==> src/shared/lpf_pkg.sv <==
// constants and types shared by the line printer page formatter
package lpf_pkg;

  // ==========================================================
  // widths
  localparam int ADDR_W     = 3;
  localparam int DATA_W     = 16;
  localparam int CHAR_W     = 6;
  localparam int LEN_W      = 9;
  localparam int MARG_W     = 6;
  localparam int ADV_W      = 6;
  localparam int BASE_W     = 15;
  localparam int FEED_W     = 10;
  localparam int CCNT_W     = 8;
  localparam int LINE_CHARS = 128;
  localparam int FIFO_DEPTH = 8;

  // ==========================================================
  // register offsets (word index on the plain register port)
  localparam logic [ADDR_W-1:0] REG_PAGE_LEN = 3'h0;
  localparam logic [ADDR_W-1:0] REG_TOP      = 3'h1;
  localparam logic [ADDR_W-1:0] REG_BOT      = 3'h2;
  localparam logic [ADDR_W-1:0] REG_FORMAT   = 3'h3;
  localparam logic [ADDR_W-1:0] REG_BASE     = 3'h4;
  localparam logic [ADDR_W-1:0] REG_LINE     = 3'h5;
  localparam logic [ADDR_W-1:0] REG_STATUS   = 3'h6;
  localparam logic [ADDR_W-1:0] REG_POS      = 3'h7;

  // ==========================================================
  // fields and reset values
  localparam int LINE_NP_BIT   = 6;
  localparam int STAT_BUSY_BIT = 0;
  localparam int STAT_TOP_BIT  = 1;
  localparam int STAT_ZERO_BIT = 2;
  localparam logic [CHAR_W-1:0] STOP_CHAR     = 6'h3F;
  localparam logic [LEN_W-1:0]  RST_PAGE_LEN  = 9'h000;
  localparam logic [MARG_W-1:0] RST_MARGIN    = 6'h00;
  localparam logic [BASE_W-1:0] RST_BASE      = 15'h0000;

  // ==========================================================
  // enumerations
  typedef enum logic [1:0] {
    OP_NONE   = 2'h0,
    OP_FEED   = 2'h1,
    OP_CHAR   = 2'h2,
    OP_STRIKE = 2'h3
  } lpf_op_t;

  typedef enum logic [3:0] {
    ST_IDLE   = 4'h1,
    ST_FEED   = 4'h2,
    ST_PRINT  = 4'h4,
    ST_STRIKE = 4'h8
  } lpf_state_t;

endpackage

==> src/lpf_fifo.sv <==
// small synchronous fifo between character fetch and print hammers
module lpf_fifo #(
  parameter int WIDTH = 6,
  parameter int DEPTH = 8
) (
  input  wire logic             clock_i,
  input  wire logic             nrst_i,
  input  wire logic             ce_i,
  input  wire logic             in_valid_i,
  input  wire logic [WIDTH-1:0] in_data_i,
  output logic                  in_ready_o,
  output logic                  out_valid_o,
  output logic      [WIDTH-1:0] out_data_o,
  input  wire logic             out_ready_i
);

  localparam int PTR_W = $clog2(DEPTH);
  localparam logic [PTR_W:0] FULL_CNT = (PTR_W+1)'(DEPTH);

  logic [WIDTH-1:0] mem [DEPTH];
  logic [PTR_W-1:0] wr_ptr;
  logic [PTR_W-1:0] rd_ptr;
  logic [PTR_W:0]   count;

  wire logic push = ce_i && in_valid_i && in_ready_o;
  wire logic pop  = ce_i && out_valid_o && out_ready_i;

  // ==========================================================
  // flags straight from the occupancy count
  assign in_ready_o  = (count != FULL_CNT);
  assign out_valid_o = (count != '0);
  assign out_data_o  = mem[rd_ptr];

  always_ff @(posedge clock_i or negedge nrst_i) begin
    if (!nrst_i) begin
      wr_ptr <= '0;
      rd_ptr <= '0;
      count  <= '0;
    end else begin
      if (push) begin
        wr_ptr <= (wr_ptr == PTR_W'(DEPTH-1)) ? '0 : wr_ptr + 1'b1;
      end
      if (pop) begin
        rd_ptr <= (rd_ptr == PTR_W'(DEPTH-1)) ? '0 : rd_ptr + 1'b1;
      end
      if (push && !pop) begin
        count <= count + 1'b1;
      end else if (pop && !push) begin
        count <= count - 1'b1;
      end
    end
  end

  // storage needs no reset
  always_ff @(posedge clock_i) begin
    if (push) begin
      mem[wr_ptr] <= in_data_i;
    end
  end

endmodule

==> src/lpf_top.sv <==
// line printer page formatter: format registers, paper tracking, line print
module lpf_top
  import lpf_pkg::*;
(
  input  wire logic                       clock_i,
  input  wire logic                       nrst_i,
  input  wire logic                       ce_i,
  input  wire logic [lpf_pkg::ADDR_W-1:0] addr_i,
  input  wire logic [lpf_pkg::DATA_W-1:0] wr_data_i,
  input  wire logic                       wr_i,
  input  wire logic                       rd_i,
  output logic      [lpf_pkg::DATA_W-1:0] rd_data_o,
  output logic      [lpf_pkg::BASE_W-1:0] mem_addr_o,
  output logic                            mem_rd_o,
  input  wire logic [lpf_pkg::CHAR_W-1:0] mem_data_i,
  output logic                            mech_req_o,
  output lpf_pkg::lpf_op_t                mech_op_o,
  output logic      [lpf_pkg::CHAR_W-1:0] mech_char_o,
  input  wire logic                       mech_ack_i
);
  import lpf_pkg::*;

  // ==========================================================
  // state
  lpf_state_t        state;
  logic [LEN_W-1:0]  page_len;
  logic [MARG_W-1:0] top_marg;
  logic [MARG_W-1:0] bot_marg;
  logic [BASE_W-1:0] base;
  logic [LEN_W-1:0]  pos;
  logic              at_top;
  logic [FEED_W-1:0] feed_cnt;
  logic              fetch_on;
  logic              rd_pend;
  logic [CCNT_W-1:0] issued;
  logic              ack_meta;
  logic              ack_s;

  // ==========================================================
  // register port decode
  wire logic busy      = (state != ST_IDLE);
  wire logic wr_len    = ce_i && wr_i && (addr_i == REG_PAGE_LEN) && !busy;
  wire logic wr_top    = ce_i && wr_i && (addr_i == REG_TOP) && !busy;
  wire logic wr_bot    = ce_i && wr_i && (addr_i == REG_BOT) && !busy;
  wire logic wr_fmt    = ce_i && wr_i && (addr_i == REG_FORMAT) && !busy;
  wire logic wr_base   = ce_i && wr_i && (addr_i == REG_BASE) && !busy;
  wire logic line_go   = ce_i && wr_i && (addr_i == REG_LINE) && !busy;
  wire logic [ADV_W-1:0] adv = wr_data_i[ADV_W-1:0];
  wire logic             np  = wr_data_i[LINE_NP_BIT];
  wire logic fmt_zero = (page_len == '0) && (top_marg == '0) && (bot_marg == '0);
  wire logic [DATA_W-1:0] status_word = {{(DATA_W-3){1'b0}}, fmt_zero, at_top, busy};

  logic [DATA_W-1:0] rd_mux;
  always_comb begin
    rd_mux = '0;
    unique case (addr_i)
      REG_PAGE_LEN: rd_mux = DATA_W'(page_len);
      REG_TOP:      rd_mux = DATA_W'(top_marg);
      REG_BOT:      rd_mux = DATA_W'(bot_marg);
      REG_BASE:     rd_mux = DATA_W'(base);
      REG_STATUS:   rd_mux = status_word;
      REG_POS:      rd_mux = DATA_W'(pos);
      default:      rd_mux = '0;
    endcase
  end

  // ==========================================================
  // paper position arithmetic
  wire logic [FEED_W-1:0] pos_x    = FEED_W'(pos);
  wire logic [FEED_W-1:0] len_x    = FEED_W'(page_len);
  wire logic [FEED_W-1:0] top_x    = FEED_W'(top_marg);
  wire logic [FEED_W-1:0] bot_x    = FEED_W'(bot_marg);
  wire logic [FEED_W-1:0] adv_x    = FEED_W'(adv);
  wire logic [FEED_W-1:0] to_next  = len_x - pos_x;
  wire logic [FEED_W-1:0] to_first = to_next + top_x;
  wire logic [FEED_W-1:0] target   = pos_x + adv_x;
  wire logic [FEED_W-1:0] limit    = len_x - bot_x;
  wire logic              in_bot   = (target >= limit);

  logic [FEED_W-1:0] next_feed;
  logic [LEN_W-1:0]  next_pos;
  logic              next_top;
  logic              next_print;
  always_comb begin
    next_feed  = adv_x;
    next_pos   = LEN_W'(target);
    next_top   = 1'b0;
    next_print = 1'b1;
    if (fmt_zero) begin
      // no page model: spacing only, a next-page request moves nothing
      next_feed  = np ? '0 : adv_x;
      next_pos   = '0;
      next_print = (base != '0);
    end else if (base == '0) begin
      next_feed  = to_next;
      next_pos   = '0;
      next_top   = 1'b1;
      next_print = 1'b0;
    end else if (at_top) begin
      // paper sits on line zero here, so the margin is the whole feed
      next_feed = top_x;
      next_pos  = LEN_W'(top_marg);
    end else if (np || in_bot) begin
      next_feed = to_first;
      next_pos  = LEN_W'(top_marg);
    end
  end

  // ==========================================================
  // mechanism handshake: four phase, ack comes from the printer pins
  wire logic mech_free = !mech_req_o && !ack_s;
  wire logic mech_done = mech_req_o && ack_s;
  wire logic fifo_in_ready;
  wire logic fifo_out_valid;
  wire logic [CHAR_W-1:0] fifo_out_data;
  wire logic is_stop   = (mem_data_i == STOP_CHAR);
  wire logic push_char = rd_pend && !is_stop;
  wire logic issue_rd  = (state == ST_PRINT) && fetch_on && !rd_pend && fifo_in_ready;
  wire logic send_char = (state == ST_PRINT) && mech_free && fifo_out_valid;
  wire logic line_end  = (state == ST_PRINT) && !fetch_on && !rd_pend && !fifo_out_valid
                         && mech_free;
  wire logic last_rd   = is_stop || (issued == CCNT_W'(LINE_CHARS));

  lpf_fifo #(
    .WIDTH (CHAR_W),
    .DEPTH (FIFO_DEPTH)
  ) u_fifo (
    .clock_i     (clock_i),
    .nrst_i      (nrst_i),
    .ce_i        (ce_i),
    .in_valid_i  (push_char),
    .in_data_i   (mem_data_i),
    .in_ready_o  (fifo_in_ready),
    .out_valid_o (fifo_out_valid),
    .out_data_o  (fifo_out_data),
    .out_ready_i (send_char)
  );

  // ==========================================================
  // synchroniser for the mechanism acknowledge
  always_ff @(posedge clock_i or negedge nrst_i) begin
    if (!nrst_i) begin
      ack_meta <= 1'b0;
      ack_s    <= 1'b0;
    end else if (ce_i) begin
      ack_meta <= mech_ack_i;
      ack_s    <= ack_meta;
    end
  end

  // ==========================================================
  // format and register storage, refused while a line is in progress
  always_ff @(posedge clock_i or negedge nrst_i) begin
    if (!nrst_i) begin
      page_len  <= RST_PAGE_LEN;
      top_marg  <= RST_MARGIN;
      bot_marg  <= RST_MARGIN;
      base      <= RST_BASE;
      rd_data_o <= '0;
    end else if (ce_i) begin
      if (wr_len) begin
        page_len <= wr_data_i[LEN_W-1:0];
      end
      if (wr_top) begin
        top_marg <= wr_data_i[MARG_W-1:0];
      end
      if (wr_bot) begin
        bot_marg <= wr_data_i[MARG_W-1:0];
      end
      if (wr_base) begin
        base <= wr_data_i[BASE_W-1:0];
      end
      rd_data_o <= rd_i ? rd_mux : '0;
    end
  end

  // ==========================================================
  // sequencer: feed, fetch and print, strike
  always_ff @(posedge clock_i or negedge nrst_i) begin
    if (!nrst_i) begin
      state       <= ST_IDLE;
      pos         <= '0;
      at_top      <= 1'b0;
      feed_cnt    <= '0;
      fetch_on    <= 1'b0;
      rd_pend     <= 1'b0;
      issued      <= '0;
      mem_addr_o  <= '0;
      mem_rd_o    <= 1'b0;
      mech_req_o  <= 1'b0;
      mech_op_o   <= OP_NONE;
      mech_char_o <= '0;
    end else if (ce_i) begin
      mem_rd_o <= issue_rd;
      if (mech_done) begin
        mech_req_o <= 1'b0;
      end
      unique case (state)
        ST_IDLE: begin
          if (wr_fmt) begin
            // format only: no mechanism request is raised
            pos    <= '0;
            at_top <= 1'b1;
          end else if (line_go) begin
            pos      <= next_pos;
            at_top   <= next_top;
            feed_cnt <= next_feed;
            fetch_on <= next_print;
            issued   <= '0;
            state    <= ST_FEED;
          end
        end
        ST_FEED: begin
          // spacing strictly before any character goes out
          if (mech_done) begin
            feed_cnt <= feed_cnt - 1'b1;
          end else if (mech_free && feed_cnt != '0) begin
            mech_req_o <= 1'b1;
            mech_op_o  <= OP_FEED;
          end else if (mech_free) begin
            state <= fetch_on ? ST_PRINT : ST_IDLE;
          end
        end
        ST_PRINT: begin
          if (issue_rd) begin
            mem_addr_o <= base + BASE_W'(issued);
            issued     <= issued + 1'b1;
            rd_pend    <= 1'b1;
          end else if (rd_pend) begin
            rd_pend <= 1'b0;
            if (last_rd) begin
              fetch_on <= 1'b0;
            end
          end
          if (send_char) begin
            mech_req_o  <= 1'b1;
            mech_op_o   <= OP_CHAR;
            mech_char_o <= fifo_out_data;
          end else if (line_end) begin
            mech_req_o <= 1'b1;
            mech_op_o  <= OP_STRIKE;
            state      <= ST_STRIKE;
          end
        end
        ST_STRIKE: begin
          if (mech_done) begin
            state <= ST_IDLE;
          end
        end
      endcase
    end
  end

endmodule

==> config.mk <==
export PLATFORM = sky130hd
export DESIGN_NAME = lpf_top
export DESIGN_NICKNAME = d
export VERILOG_FILES = /design/src/shared/lpf_pkg.sv /design/src/lpf_fifo.sv /design/src/lpf_top.sv
export SDC_FILE = /design/constraint.sdc
export NUM_CORES = 1
export LEC_CHECK = 0
export BUFFER_PORTS_ARGS = -buffer_cell sky130_fd_sc_hd__buf_2
export CAP_MARGIN = 20
export CORE_UTILIZATION = 26
export DETAILED_ROUTE_END_ITERATION = 10
export GPL_TIMING_DRIVEN = 0
export SYNTH_ARGS = -nofsm -noshare
export SYNTH_HDL_FRONTEND = slang
export SYNTH_SLANG_ARGS = --single-unit
==> constraint.sdc <==
create_clock -name clock_i -period 4.6 [get_ports clock_i]
set_input_delay 0.46 -clock clock_i [delete_from_list [all_inputs] [get_ports clock_i]]
set_output_delay 0.46 -clock clock_i [all_outputs]
set_load 0.005 [all_outputs]
# == Yosys cells after proc, flatten, opt, wreduce, memory -nomap -nowiden ==
# Memories as Yosys holds them, arrays and structs flattened. A register that Yosys moved wholly into a read port is not among the register bits.
# Index checks and enable logic that the tools add are counted.
# op_classes
magnitude_cmp,1
reduce_logical,72
n_mux,61
eq_ne,32
add_sub_neg,11
# op_table
operator,count
$pmux 15 s6,1
$mux 10,7
$mux 9,6
$mux 4,10
$logic_and 1x1->1,34
$ne 2x2->1 const B,14
$mux 8,3
$pmux 10 s2,1
$mux 1,19
$eq 3x3->1 const B,6
$mux 16,1
$pmux 4 s4,1
$pmux 8 s2,1
$add 15x8->15,1
$logic_not 15->1,1
$reduce_and 5->1,3
$reduce_bool 15->1,1
$logic_not 6->1,2
$add 10x6->10,1
$add 9x6->10,1
$ge 10x10->1,1
$logic_not 1->1,10
$reduce_and 2->1,5
$reduce_bool 10->1,1
31 further kinds,46
# word_totals
in_bits,31
mem_count,1
elab_cells,199
register_bits,117
output_inout_bits,41
mem_bits_rw,48
# memory_table
name,depth,width,read_ports,rd_clocked_by_memory_dff,wr,line_no,text
u_fifo.mem,8,6,1,1,1,lpf_fifo.sv:20,logic [WIDTH-1:0] mem [DEPTH];

# == Depth between registers and ports, before layout ==
# depth
ltp_word,10
mapped_depth,20
mapped_depth_nobuf,19

# == Hierarchy ==
# Synthesis repeated with hierarchy kept, for this count alone.
# hier_totals
hier_cells,946
hier_area_um2,9974.6
# by_module_without_submodules
module,n_inst,seq_area_each_um2,cells_per_inst,area_per_inst_um2
lpf_top,1,2803.9,809,7488.4
lpf_fifo,1,1691.6,137,2486.1

# == Least setup slack after synthesis ==
# Ideal clock, no wire load.
# synth_timing
kind,input -> register
from,in wr_data_i[0] (netlist bit)
to,reg pos[7]
setup_time_ps,76
path_slack_ps,840
t_arrival_ps,3683
path_stages,17
t_required_ps,4524
n_path_buf,1
cell_sequence,ha_1 -> fa_1 -> a21oi_1 -> nor2_1 -> nor2_1 -> o21ai_0 -> a21oi_1 -> nor3_1 -> xnor2_1 -> ha_1 -> a2111oi_2 -> o221ai_1 -> and2_1 -> buf_2 -> or3_1 -> or3_1 -> o21ai_1
# synth_between
elab_chain_cells,9
# synth_lines
element,line_no,text
start: declaration,lpf_top.sv:9,"input wire logic [lpf_pkg::DATA_W-1:0] wr_data_i,"
$add 9x6->10 *,lpf_top.sv:76,wire logic [FEED_W-1:0] target = pos_x + adv_x;
$ge 10x10->1,lpf_top.sv:78,wire logic in_bot = (target >= limit);
$logic_or 1x1->1,lpf_top.sv:103,end else if (np || in_bot) begin
$mux 9 *,lpf_top.sv:103,
$mux 9 *,lpf_top.sv:99,end else if (at_top) begin
$mux 9 *,lpf_top.sv:94,end else if (base == '0) begin
$mux 9 *,lpf_top.sv:89,if (fmt_zero) begin
$mux 9 *,lpf_top.sv:204,end else if (line_go) begin
$mux 9 *,lpf_top.sv:200,if (wr_fmt) begin
end signal: assignment,lpf_top.sv:205,pos <= next_pos;
end: declaration,lpf_top.sv:30,logic [LEN_W-1:0] pos;
# Every way passes the cells marked *; elsewhere a longest branch is shown, timed or not. The select of a mux whose other input is x is not followed.
# A chain may end at the register's enable or synchronous reset.

# == Worst setup path in the final report ==
# layout_timing
from,reg pos[0]
to,reg feed_cnt[2]
# layout_between
elab_chain_cells,10
elab_cells_between_ends,12
cone_classes,add/sub: 3; order compare: 1; mux: 7; reduce/logical: 1
# layout_lines
element,line_no,text
$add 9x6->10,lpf_top.sv:76,
$ge 10x10->1,lpf_top.sv:78,
$logic_or 1x1->1,lpf_top.sv:103,
$mux 10,lpf_top.sv:103,
$mux 10,lpf_top.sv:99,
$mux 10 *,lpf_top.sv:94,
$mux 10 *,lpf_top.sv:89,
$mux 10 *,lpf_top.sv:204,
$mux 10 *,lpf_top.sv:200,
$pmux 10 s2 *,lpf_top.sv:198,unique case (state)
end signal: assignment,lpf_top.sv:207,feed_cnt <= next_feed;
end signal: assignment,lpf_top.sv:216,feed_cnt <= feed_cnt - 1'b1;
end: declaration,lpf_top.sv:32,logic [FEED_W-1:0] feed_cnt;
# Marks and branches as above.

==> impl_metrics.yaml <==
routing:
  wirelength_mm: 24.85
  vias: 7245
  drt_iter0_drc: 469
  drcViolationCount: 0
  antenna_left: 0
  drtPass1Iterations: 6
  viasPerCell: 4.929
  wire_per_inst_um: 16.91
cts:
  clk_pin_slew_ns: 0.08
  postCtsSetupRepairBufs: 0
  clockBufferDepth: 2
  tritoncts: "built"
  cts_made_buffers: 17
  clk_latency_ns: 0.44
  clock_sinks: 170
  htree_levels: 4
  clockRootBuffer: "clkbuf_16"
global_route:
  overflow: 0
  grt_pass1_vias: 7189
  antenna_found_initial: 0
  grt_pass1_wl_mm: 39.79
  grtUsageTotal_pct: 13.51
  grt_max_degree: 91
die:
  dieHeight_um: 194.7
  core_area_um2: 36610
  start_util_pct: 26.36
  core.rowCount: 70
  top_level_ports: 72
  dieArea_um2: 37890
  chipWidth_um: 194.7
timing:
  max-slew-margin-rel_pct: 38.14
  setup_tns_ns: 0
  fin_crit_sh_pct: 92.44
  rsz0062_at_grt: "no"
  drv_slew: 0
  final.min_clock_period_ns: 4.252
  setup_violations: 0
  finClkSkew_ns: 0.01805
  finalHoldViolCount: 0
  tightestPinTransition_ns: 0.9207
  hold_slack_ns: 0.2627
  max_freq_mhz: 235.2
logic_synthesis:
  postSynth.asyncResetShare_pct: 71.76
  synth_edf_count: 48
  synth_flop_cell: "dfrtp_1"
  syn_inst: 901
  syn_area_um2: 9651
  syn_area_per_cell_um2: 10.71
  synth-seq-cells: 170
  syn-num-nets: 993
  yosysSeqAreaShare_pct: 46.58
  synth_warnings: 0
  ys_types: 75
finish:
  area_delta_synth_final_pct: 16.38
  drive_gt1_share_pct: 18.26
  final_cell_mix: "dfrtp_1, nand2_1, o21ai_0"
  nFillCells: 3819
  fin_cells: 1470
  layout_commonest_cell: "dfrtp_1"
  antenna_cells: 0
  final_area_um2: 11230
  fin_util_pct: 30.68
  finalNetCount: 1081
pwr:
  p_leak_nw: 4.876
  ir_drop_v: 0.0003090
  power_density_nw_per_um2: 573.8
place:
  dpl_cell_area_um2: 10610
  dp_cells: 1437
  hpwl_mm: 18.72
  gp_congestion: 0.8592
  io_buffer_count: 67
setup_path:
  crit_type: "reg -> reg"
  required_ns: 4.92
  worst_setup_path_start_kind: "flop"
  endpoint_kind: "flop"
  cp_max_fo: 10
  crit_arrival_ns: 4.57
worst_hold_path:
  hold_class: "in -> reg"
status:
  status: "finished clean"
run:
  cap_violations: 0
state kept, by name, summed over array words and instances, names as in the netlist, 8 cells and up:
register    count
rd_data_o      15
issued          8
u_fifo.mem     48
mem_addr_o     15
base           15
page_len        9
pos             9
feed_cnt       10
stage by stage:
step	setup slack (ns)	power, W
finish	0.3478	0.006445
CTS	0.2655	0.006461
detailed placement	0.03631	0.004970
global route	0.02738	0.006902
floorplan	0.8405	0.004203
global placement	0.07710	0.004893
cell families after synthesis:
kind of cell               count (synthesis)  share of synthesized area, %
adders and majority gates                 61                         8.376
muxes                                     72                         9.840
and+or+nand+nor                          256                         13.06
AOI/OAI and AO/OA                        215                         14.43
xor gates and xnor gates                  50                         4.538
other                                      1                       0.03886
DFF                                      170                         46.58
buffers and inverters                     76                         3.138
path summary, 6_finish.rpt:
kind | start | to | slack [ns] | depth (start not counted)
max in group asynchronous | nrst_i | state[0]$_DFFE_PN1P_ | 3.33 | 3
min reg2reg | mem_addr_o[5]$_DFFE_PN0P_ | mem_addr_o[5]$_DFFE_PN0P_ | 0.48 | 2
max reg2reg | pos[0]$_DFFE_PN0P_ | feed_cnt[2]$_DFFE_PN0P_ | 0.35 | 18
min | wr_data_i[13] | base[13]$_DFFE_PN0P_ | 0.26 | 2
max | pos[0]$_DFFE_PN0P_ | feed_cnt[2]$_DFFE_PN0P_ | 0.35 | 18
min in group asynchronous | nrst_i | u_fifo.rd_ptr[2]$_DFFE_PN0P_ | 0.47 | 2
layout make-up:
class | instances | area, µm² | share of cell area, %
Buffer | 30 | 130.1 | 1.159
Clock buffer | 17 | 425.4 | 3.788
Clock inverter | 15 | 183.9 | 1.638
Inverter | 46 | 172.7 | 1.537
Multi-Input combinational cell | 655 | 4858 | 43.26
Sequential cell | 170 | 4496 | 40.03
Tap cell | 468 | 585.6 | 5.214
Timing Repair Buffer | 69 | 379.1 | 3.376
metal layers:
layer  up-vias  share of wire (%)  track usage (%)
met5         -                  0                0
met4         0                1.9            4.292
met3        35                5.2            2.967
li1       3496                  -                -
met1      3532                 45            17.39
met2       182                 48            22.45
worst max-delay path, cell delays in order, from the launching register on:
cell       delay [ns]
dfrtp_1          0.43
ha_1             0.23
fa_1             0.41
a21oi_1          0.19
nor2_1           0.06
nor2_1           0.15
o21ai_0          0.10
a21oi_1          0.32
nor3_1           0.10
xnor2_1          0.16
ha_1             0.24
a2111oi_2        0.42
o221ai_2         0.23
and2_1           0.18
buf_2            0.20
o21ai_0          0.30
o2111ai_1        0.14
a21oi_1          0.22
nor2_1           0.07
cell usage after synthesis (3+ instances only):
library cell,n,area (µm²)
a22o_1,11,96.34
nor2b_1,9,56.30
o21ai_0,76,380.4
a31oi_1,9,56.30
a211oi_1,3,22.52
o21ai_1,3,15.01
clkbuf_1,20,75.07
o2bb2ai_1,9,78.83
fa_1,6,120.1
nor3_1,21,105.1
inv_1,44,165.2
buf_2,5,25.02
and3_1,7,43.79
nand2b_1,9,56.30
a21o_1,15,112.6
mux2i_1,15,150.1
xor2_1,27,236.5
a21oi_1,39,195.2
nand3b_1,4,30.03
buf_4,3,22.52
or3_1,7,43.79
dfrtp_1,121,3028
mux2_2,43,484.2
and2_1,3,18.77
nand4_1,6,37.54
o211ai_1,6,45.04
a222oi_1,3,30.03
nor2_1,63,236.5
mux4_2,14,315.3
xnor2_1,23,201.4
nand2_1,85,319.1
a22oi_1,10,75.07
nand3_1,13,65.06
edfxtp_1,48,1441
nor4_1,11,68.82
ha_1,55,688.2
o2111ai_1,4,35.03
repair_timing:
item / 4_1_cts / 5_1_grt
hold buffers: 1 / 0
endpoints found under the hold margin: 32 / 0
gates resized for setup: 0 / 2
endpoints found under the setup margin: 0 / 9
where the power goes:
part | leakage [nW] | switching (W) | internal [W] | total (W)
Combinational | 2.58 | 0.00156 | 0.00121 | 0.00277
Clock | 0.298 | 0.000725 | 0.000745 | 0.00147
Sequential | 2.00 | 0.000368 | 0.00184 | 0.00221
Power figures use the tool's default switching activity.
